<file path="src/hw/pmcs_map.vh">
`ifndef PMCS_MAP_VH
`define PMCS_MAP_VH
// register word addresses (avalon word index)
`define PMCS_ADDR_MODE 2'h0
`define PMCS_ADDR_AUX 2'h1
`define PMCS_ADDR_STAT 2'h2
// clock_mode_control fields
`define PMCS_IDLE_BIT 7
`define PMCS_FREQ_HI 6
`define PMCS_FREQ_LO 4
`define PMCS_PRIACT_BIT 3
`define PMCS_INTSTB_BIT 2
`define PMCS_SRC_HI 1
`define PMCS_SRC_LO 0
// aux control fields
`define PMCS_AUX_SECEN_BIT 0
`define PMCS_AUX_LFSRC_BIT 1
`define PMCS_AUX_WDT_BIT 2
`define PMCS_AUX_FSCM_BIT 3
`define PMCS_AUX_PRIINT_BIT 4
// status fields
`define PMCS_STAT_SECACT_BIT 6
`define PMCS_STAT_SLEEP_BIT 1
`define PMCS_STAT_IDLE_BIT 0
// reset values
`define PMCS_MODE_RST 8'h00
`define PMCS_AUX_RST 8'h00
// switch timing: old-source cycles, new-source cycles
`define PMCS_OLD_CYC 3'h2
`define PMCS_NEW_CYC 3'h4
`endif

</file>
<file path="src/hw/pmcs_top.v">
// Summary of operation
// - bit 7 idles CPU, bits 1:0 pick source
// - run modes clock CPU and peripherals
// - sleep stops CPU, peripheral, primary and fast clocks; idle stops CPU
// - source write switches at once if running
// - sleep samples idle bit at execution
// - switch takes two old, four new cycles
// - status flags name active clock source
// - internal primary may show both flags
// - reset enters primary run, primary flag set
// - select 01 moves to secondary, primary off
// - secondary disabled blocks switch, not running waits
// - back to primary waits, secondary keeps running
// - hardware never rewrites software select fields
// - upper select bit enters internal run
// - frequency writes act immediately on internal
// - zero frequency keeps fast oscillator off unless aux bit 1 (LFSRC) is set
// - nonzero frequency enables fast osc, flag after
// - internal to primary waits for primary ready
// - slow source kept for watchdog or monitor
//
// Implementation choices: the register offsets and register access over Avalon-MM.
module pmcs_top (
  input wire i_core_clk,
  input wire i_rstn,
  input wire [1:0] i_avs_address,
  input wire i_avs_read,
  input wire i_avs_write,
  input wire [31:0] i_avs_writedata,
  output reg [31:0] o_avs_readdata,
  output reg o_avs_waitrequest,
  input wire i_sleep_exec,
  input wire i_wake,
  input wire i_pri_ready,
  input wire i_sec_running,
  input wire i_fast_stable,
  output reg o_pri_osc_en,
  output reg o_sec_osc_en,
  output reg o_fast_osc_en,
  output reg o_slow_src_en,
  output reg [1:0] o_clk_sel,
  output reg [2:0] o_freq_sel,
  output reg o_cpu_clk_en,
  output reg o_per_clk_en
);
`include "pmcs_map.vh"

  // source encodings of the glitch-free mux
  localparam [1:0] SRC_PRI = 2'h0;
  localparam [1:0] SRC_SEC = 2'h1;
  localparam [1:0] SRC_INT = 2'h2;

  // one-hot switch sequencer
  localparam [3:0] ST_STEADY = 4'h1;
  localparam [3:0] ST_WAIT = 4'h2;
  localparam [3:0] ST_OLD = 4'h4;
  localparam [3:0] ST_NEW = 4'h8;

  // maps the select field to a source; upper bit wins, lower ignored
  function [1:0] src_of;
    input [1:0] sel;
    begin
      src_of = sel[1] ? SRC_INT : (sel[0] ? SRC_SEC : SRC_PRI);
    end
  endfunction

  // oscillator indications come from other domains: three-stage sync
  reg [2:0] pri_sync_reg;
  reg [2:0] sec_sync_reg;
  reg [2:0] fast_sync_reg;
  reg pri_rdy_reg;
  reg secondary_run_reg;
  reg fast_stb_reg;
  reg [7:0] mode_reg;
  reg [4:0] aux_reg;
  reg [3:0] state_reg;
  reg [1:0] cur_src_reg;
  reg [1:0] tgt_src_reg;
  reg [2:0] cnt_reg;
  reg sleep_reg;
  reg idle_reg;
  reg pri_act_reg;
  reg sec_act_reg;
  reg int_stb_reg;
  reg fast_was_on_reg;
  reg mux_on_reg;

  wire [1:0] want_src = src_of(mode_reg[`PMCS_SRC_HI:`PMCS_SRC_LO]);
  wire [2:0] freq = mode_reg[`PMCS_FREQ_HI:`PMCS_FREQ_LO];
  wire fast_req = (freq != 3'h0) || aux_reg[`PMCS_AUX_LFSRC_BIT];
  wire pri_int = aux_reg[`PMCS_AUX_PRIINT_BIT];
  wire acc = (i_avs_read || i_avs_write) && o_avs_waitrequest;

  // target source ready: the secondary needs only its synced running flag
  wire tgt_ok = (tgt_src_reg == SRC_PRI) ? pri_rdy_reg :
                (tgt_src_reg == SRC_SEC) ? secondary_run_reg : 1'b1;

  // synchronisers: change counts once stages two and three agree
  // primary counts as ready out of reset, so its flag is not dropped after release
  always @(posedge i_core_clk or negedge i_rstn) begin
    if (!i_rstn) begin
      pri_sync_reg <= 3'h7;
      sec_sync_reg <= 3'h0;
      fast_sync_reg <= 3'h0;
      pri_rdy_reg <= 1'b1;
      secondary_run_reg <= 1'b0;
      fast_stb_reg <= 1'b0;
    end else begin
      pri_sync_reg <= {pri_sync_reg[1:0], i_pri_ready};
      sec_sync_reg <= {sec_sync_reg[1:0], i_sec_running};
      fast_sync_reg <= {fast_sync_reg[1:0], i_fast_stable};
      if (pri_sync_reg[1] == pri_sync_reg[2])
        pri_rdy_reg <= pri_sync_reg[2];
      if (sec_sync_reg[1] == sec_sync_reg[2])
        secondary_run_reg <= sec_sync_reg[2];
      if (fast_sync_reg[1] == fast_sync_reg[2])
        fast_stb_reg <= fast_sync_reg[2];
    end
  end

  // avalon slave: one wait cycle, then answer; hardware never writes mode fields
  always @(posedge i_core_clk or negedge i_rstn) begin
    if (!i_rstn) begin
      o_avs_waitrequest <= 1'b1;
      o_avs_readdata <= 32'h0;
      mode_reg <= `PMCS_MODE_RST;
      aux_reg <= 5'h00;
    end else begin
      o_avs_waitrequest <= !acc;
      if (acc && i_avs_write) begin
        case (i_avs_address)
          `PMCS_ADDR_MODE: begin
            // status bits 3:2 are read-only
            mode_reg[7:4] <= i_avs_writedata[7:4];
            mode_reg[1:0] <= i_avs_writedata[1:0];
          end
          `PMCS_ADDR_AUX: aux_reg <= i_avs_writedata[4:0];
          default: ;
        endcase
      end
      if (acc && i_avs_read) begin
        case (i_avs_address)
          `PMCS_ADDR_MODE:
            o_avs_readdata <= {24'h0, mode_reg[7:4], pri_act_reg, int_stb_reg,
                               mode_reg[1:0]};
          `PMCS_ADDR_AUX: o_avs_readdata <= {27'h0, aux_reg};
          `PMCS_ADDR_STAT:
            o_avs_readdata <= {24'h0, 1'b0, sec_act_reg, 4'h0, sleep_reg, idle_reg};
          default: o_avs_readdata <= 32'h0;
        endcase
      end else begin
        o_avs_readdata <= 32'h0;
      end
    end
  end

  // switch sequencer: wait for target, gate old clock, let new one settle
  always @(posedge i_core_clk or negedge i_rstn) begin
    if (!i_rstn) begin
      state_reg <= ST_STEADY;
      cur_src_reg <= SRC_PRI;
      tgt_src_reg <= SRC_PRI;
      cnt_reg <= 3'h0;
      mux_on_reg <= 1'b1;
    end else begin
      case (state_reg)
        ST_STEADY: begin
          mux_on_reg <= 1'b1;
          // a disabled secondary is refused outright
          if (want_src != cur_src_reg &&
              !(want_src == SRC_SEC && !aux_reg[`PMCS_AUX_SECEN_BIT])) begin
            tgt_src_reg <= want_src;
            state_reg <= ST_WAIT;
          end
        end
        ST_WAIT: begin
          // old source keeps clocking while the new one starts
          if (tgt_ok) begin
            cnt_reg <= 3'h0;
            state_reg <= ST_OLD;
          end else if (src_of(mode_reg[1:0]) == cur_src_reg) begin
            state_reg <= ST_STEADY;
          end
        end
        ST_OLD: begin
          mux_on_reg <= 1'b0; // gated low: no runt pulse on the mux output
          if (cnt_reg == `PMCS_OLD_CYC - 3'h1) begin
            cnt_reg <= 3'h0;
            cur_src_reg <= tgt_src_reg;
            state_reg <= ST_NEW;
          end else begin
            cnt_reg <= cnt_reg + 3'h1;
          end
        end
        ST_NEW: begin
          if (cnt_reg == `PMCS_NEW_CYC - 3'h1) begin
            mux_on_reg <= 1'b1;
            state_reg <= ST_STEADY;
          end else begin
            cnt_reg <= cnt_reg + 3'h1;
          end
        end
        default: state_reg <= ST_STEADY;
      endcase
    end
  end

  // sleep entry samples the idle bit at that instant; wake returns to run
  always @(posedge i_core_clk or negedge i_rstn) begin
    if (!i_rstn) begin
      sleep_reg <= 1'b0;
      idle_reg <= 1'b0;
    end else if (i_wake) begin
      sleep_reg <= 1'b0;
      idle_reg <= 1'b0;
    end else if (i_sleep_exec && !sleep_reg && !idle_reg) begin
      sleep_reg <= !mode_reg[`PMCS_IDLE_BIT];
      idle_reg <= mode_reg[`PMCS_IDLE_BIT];
    end
  end

  // status flags change only when the sequencer is steady on a source, or in sleep
  always @(posedge i_core_clk or negedge i_rstn) begin
    if (!i_rstn) begin
      pri_act_reg <= 1'b1;
      sec_act_reg <= 1'b0;
      int_stb_reg <= 1'b0;
      fast_was_on_reg <= 1'b0;
    end else begin
      fast_was_on_reg <= fast_req;
      if (sleep_reg) begin
        // sleep clears every source flag
        pri_act_reg <= 1'b0;
        sec_act_reg <= 1'b0;
        int_stb_reg <= 1'b0;
      end else if (state_reg == ST_STEADY) begin
        pri_act_reg <= (cur_src_reg == SRC_PRI) && pri_rdy_reg;
        sec_act_reg <= (cur_src_reg == SRC_SEC);
        // fast flag waits for stability; already stable keeps it
        if (cur_src_reg == SRC_INT)
          int_stb_reg <= fast_req && fast_stb_reg && fast_was_on_reg;
        else if (cur_src_reg == SRC_PRI && pri_int)
          int_stb_reg <= fast_stb_reg;
        else
          int_stb_reg <= 1'b0;
      end
    end
  end

  // oscillator enables and gated clock enables
  always @(posedge i_core_clk or negedge i_rstn) begin
    if (!i_rstn) begin
      o_pri_osc_en <= 1'b1;
      o_sec_osc_en <= 1'b0;
      o_fast_osc_en <= 1'b0;
      o_slow_src_en <= 1'b1;
      o_clk_sel <= SRC_PRI;
      o_freq_sel <= 3'h0;
      o_cpu_clk_en <= 1'b1;
      o_per_clk_en <= 1'b1;
    end else begin
      // primary stops once another source has taken over, or in sleep
      o_pri_osc_en <= !sleep_reg &&
                      (cur_src_reg == SRC_PRI || tgt_src_reg == SRC_PRI);
      o_sec_osc_en <= aux_reg[`PMCS_AUX_SECEN_BIT];
      o_fast_osc_en <= fast_req && !sleep_reg;
      o_slow_src_en <= !sleep_reg || aux_reg[`PMCS_AUX_WDT_BIT] ||
                       aux_reg[`PMCS_AUX_FSCM_BIT];
      o_clk_sel <= cur_src_reg;
      o_freq_sel <= freq;
      o_cpu_clk_en <= mux_on_reg && !sleep_reg && !idle_reg;
      o_per_clk_en <= mux_on_reg && !sleep_reg;
    end
  end

endmodule // pmcs_top

</file>
<file path="config.mk">
export PLATFORM = sky130hd
export DESIGN_NAME = pmcs_top
export DESIGN_NICKNAME = d
export VERILOG_FILES = /design/src/hw/pmcs_top.v
export VERILOG_INCLUDE_DIRS = /design/src /design/src/hw
export SDC_FILE = /design/constraint.sdc
export NUM_CORES = 1
export LEC_CHECK = 0
export BUFFER_PORTS_ARGS = -buffer_cell sky130_fd_sc_hd__buf_4
export CAP_MARGIN = 30
export CELL_PAD_IN_SITES_DETAIL_PLACEMENT = 0
export CELL_PAD_IN_SITES_GLOBAL_PLACEMENT = 1
export CORE_ASPECT_RATIO = 0.8
export CORE_UTILIZATION = 41
export CTS_CLUSTER_SIZE = 24
export DETAILED_ROUTE_END_ITERATION = 8
export PLACE_DENSITY_LB_ADDON = 0.1
export SLEW_MARGIN = 20
export SYNTH_ARGS = -nofsm -noshare
export SYNTH_HDL_FRONTEND = slang
export SYNTH_SLANG_ARGS = --single-unit
</file>
<file path="constraint.sdc">
create_clock -name i_core_clk -period 3.7 [get_ports i_core_clk]
set_clock_uncertainty 0.1 [all_clocks]
set_input_delay 0.185 -clock i_core_clk [delete_from_list [all_inputs] [get_ports i_core_clk]]
set_output_delay 0.185 -clock i_core_clk [all_outputs]
set_load 0.02 [all_outputs]
</file>
Word level (Yosys, flattened, before mapping)

Index checks and enable logic that the tools add are counted.

Bits of input ports: 43
Flip-flop bits (word level): 85

Add/subtract/negate cells: 1
Muxes and demuxes: 30
Eq/ne operators: 23
Reductions and logical operators: 41

Operators by type and width:

| kind                | count |
|---|---|
| $mux 32             | 1 |
| $pmux 8 s3          | 1 |
| $mux 4              | 5 |
| $mux 1              | 16 |
| $pmux 4 s4          | 1 |
| $logic_and 1x1->1   | 15 |
| $ne 2x2->1 const B  | 5 |
| $reduce_and 2->1    | 5 |
| $mux 3              | 3 |
| $pmux 3 s3          | 1 |
| $reduce_bool 3->1   | 3 |
| $eq 2x1->1 const B  | 4 |
| $logic_not 1->1     | 6 |
| $logic_not 2->1     | 3 |
| $logic_or 1x1->1    | 5 |
| $eq 2x2->1 const B  | 2 |
| $eq 4x1->1 const B  | 1 |
| $eq 4x2->1 const B  | 1 |
| $eq 4x3->1 const B  | 1 |
| $eq 4x4->1 const B  | 1 |
| $reduce_and 4->1    | 1 |
| $reduce_bool 2->1   | 2 |
| $add 3x1->3 const B | 1 |
| $eq 1x1->1          | 3 |
| 8 further kinds     | 8 |

Depth between registers and ports, before layout

Depth after elaboration: 8
Depth in mapped cells: 6

Least setup slack after synthesis

No wires, ideal clock.

Path type: flip-flop to flip-flop
Start: reg state_reg[0]
End: reg tgt_src_reg[1]
Required time: 3.473 ns
Slack: 1.941 ns
Clock period less this slack: 1.759 ns
Stages on the path, launching flop included: 6
Arrival time: 1.531 ns
Cell sequence: dfstp_2 -> clkbuf_1 -> and3_1 -> buf_2 -> and3_4 -> mux2_1

Longest elaborated chain between the ends: 2

Ends and longest elaborated chain:

| what                              | line           | RTL |
|---|---|---|
| start: declaration                | pmcs_top.v:76  | `reg [3:0] state_reg;` |
| start signal: assignment          | pmcs_top.v:160 | `state_reg <= ST_STEADY;` |
| start signal: assignment          | pmcs_top.v:173 | `state_reg <= ST_WAIT;` |
| start signal: assignment          | pmcs_top.v:180 | `state_reg <= ST_OLD;` |
| $eq 4x1->1                        | pmcs_top.v:166 | `case (state_reg)` |
| $reduce_and 2->1 (no source line) | --             |  |
| end signal: assignment            | pmcs_top.v:172 | `tgt_src_reg <= want_src;` |
| end: declaration                  | pmcs_top.v:78  | `reg [1:0] tgt_src_reg;` |

No other way between the ends.
A chain may end at the register's enable or synchronous reset.

Final worst setup path

Start: reg state_reg[3]
End: reg tgt_src_reg[1]

The elaborated chain is that of the path after synthesis.

==> run metrics <==
status=complete, no violations; Post-CTS Setup Inserts=0; Final nets=318; NetSw=0.0006654 W; max cap viols=0; DRT Pass-1 Iters=4; Crit. End Element=flip-flop; cells after synthesis=213; filler instances=547; Internal=0.001417 W; leading cell type in the layout, fill and taps excluded=dfrtp_1; part of the power in the clock network=29.3%; Worst Path Max Fanout=7; all-layer global routing usage=15.61%; pwr dens=648.8 mW/mm^2; overflow left after global routing=0; Die Y=72.80 um; clock transition at the registers of the reported paths=0.07 ns; largest net degree at the start of global routing=62; CTS H-tree lvls=3; Layout area overhead=24.94%; Overall Power=0.002082 W; starting density of the core=42.99%; Peak VDD IR=0.0003019 V; clock sinks=61; I/O Buffers=38; DIE AREA=0.006588 mm^2; # setup viols final=0; period utilisation layout=49.82%; first-pass GRT wire length=7624 um; routed vias/inst=4.779; Root Driver=clkbuf_8; Distinct cells, synth=42; CTS hold repair buffers=16; max_slew headroom=50.19%; Fin. Hold Viols=0; Reg power frac=45.8%; sequential fraction of the synthesis area=60.01%; worst slew pin tran=0.7471 ns; I/O pins=87; PostCTS Resize Cnt=0; most frequent cells in the layout=dfrtp_1, buf_4, conb_1; total CTS buffers=9; initial antenna violation count=0; CTS tree=yes; P_leak=1.488 nW; Antenna Nets Post-Route=0; CP arrival=1.96 ns; Yosys reg bits=61; max reg flops=8; width of the die=90.50 um; Final HPWL DP=2998 um; worst hold slack=0.02410 ns; fin area=0.003209 mm^2; Top FF cell, synth=dfrtp_1; deepest clock path buffer count=2; kind of critical path=reg -> reg; Worst-Skew Late Latency=0.34 ns; Async SR Flop Fraction=100.0%; multi-input logic area=873.3 um^2; CP Data Required Time=3.82 ns; Avg Cell Area, Syn=12.06 um^2; Routed wire per std cell=12.66 um; Mapped Area=0.002569 mm^2; fin. max-slew vios=0; Core Area=0.005974 mm^2; CP Launch Type=flip-flop; share of layout cells above drive strength 1=24.91%; Placed Area=0.002839 mm^2; 1st-iter DRT viols=90; Logic pwr share=24.9%; setup_tns=0 ns; RSZ-0062 raised after global routing=false; FMAX=0.5425 GHz; DR vias=1711; Warnings, synthesis=0; Antenna Cells=0; sw frac=31.95%; Post-route DRC=0; RD Place Congestion=0.7233; FP Rows=25; Seq. cell area=0.001541 mm^2; crit path time final=1.843 ns; number of synthesized flops with an enable pin=0; worst hold path type=in -> reg; vias in the first global route=1555; Routed WL=4531 um
[cell usage after synthesis (2+ instances only)]
library cell / count / area, um^2
a21boi_1: 3 / 22.52
a21oi_1: 6 / 30.03
a31oi_1: 3 / 18.77
buf_2: 3 / 15.01
buf_4: 24 / 180.2
clkbuf_1: 2 / 7.510
dfrtp_1: 49 / 1226
dfstp_2: 12 / 315.3
ha_1: 3 / 37.54
inv_1: 9 / 33.78
maj3_1: 3 / 30.03
mux2_1: 13 / 146.4
mux2i_1: 8 / 80.08
nand2_1: 9 / 33.78
nand2b_1: 3 / 18.77
nand3_1: 3 / 15.01
nand4_1: 2 / 12.51
nor2_1: 16 / 60.06
nor2b_1: 5 / 31.28
nor3_1: 6 / 30.03
nor4b_1: 2 / 17.52
o21ai_1: 4 / 20.02
o22ai_1: 4 / 25.02
or3b_1: 3 / 26.28
[power groups by stage]
stage / clock (W) / combinational, W / sequential (W)
2_1_floorplan: 0 / 0.000333 / 0.000980
3_3_place_gp: 0 / 0.000502 / 0.000967
3_5_place_dp: 0 / 0.000505 / 0.000967
4_1_cts: 0.000628 / 0.000522 / 0.000956
5_1_grt: 0.000657 / 0.000574 / 0.000977
6_report: 0.000610 / 0.000518 / 0.000954
[through the flow]
stage	worst slack (ns)	cells	util [%]
finish	1.857	358	53.72
global route	1.744	358	53.72
CTS	1.840	358	53.72
detailed placement	1.858	326	47.52
global placement	1.864	326	47.52
floorplan	1.941	236	-
[worst max-delay path: stages, from the launching register on]
cell and delay (ns):
dfrtp_1 0.45, nor2_1 0.25, and3_1 0.36, and3_4 0.26
mux2_1 0.32
[cell type report]
type | count | area share [%]
Clock inverter | 5 | 1.832
Multi-Input combinational cell | 136 | 27.21
Tap cell | 81 | 3.158
Timing Repair Buffer | 54 | 13.88
Inverter | 10 | 1.170
Sequential cell | 61 | 48.03
Clock buffer | 11 | 4.717
[routing by layer]
metal  global-route usage, %  vias up  wire length, um
li1                        -      811                -
met1                   21.46      834             2219
met2                   21.72       59             1974
met3                   5.625        7              270
met4                   8.065        0               66
met5                       0        -                0
[final timing paths]
| check | from | endpoint | slack (ns) | cells after the start |
|---|---|---|---|---|
| worst max-delay path | state_reg[3] | tgt_src_reg[1] | 1.86 | 4 |
| worst min-delay path | i_avs_address[0] | o_avs_readdata[5] | 0.02 | 2 |
| worst max register to register | state_reg[3] | tgt_src_reg[1] | 1.86 | 4 |
| worst min register to register | fast_sync_reg[0] | fast_sync_reg[1] | 0.25 | 0 |
| max in group asynchronous | i_rstn | cur_src_reg[1] | 2.65 | 2 |
| min in group asynchronous | i_rstn | aux_reg[3] | 0.35 | 2 |
[kinds of logic after synthesis]
family / after synthesis / synth area share [%]
flip-flops: 61 / 60.01
AND/OR/NAND/NOR: 58 / 12.28
buffers and inverters: 39 / 9.352
AO/OA/AOI/OAI: 26 / 6.430
multiplexers: 21 / 8.816
adder cells (fa/ha/maj): 6 / 2.630
other: 1 / 0.1460
XOR/XNOR: 1 / 0.3410
No activity file was read; power rests on OpenSTA's default activity.
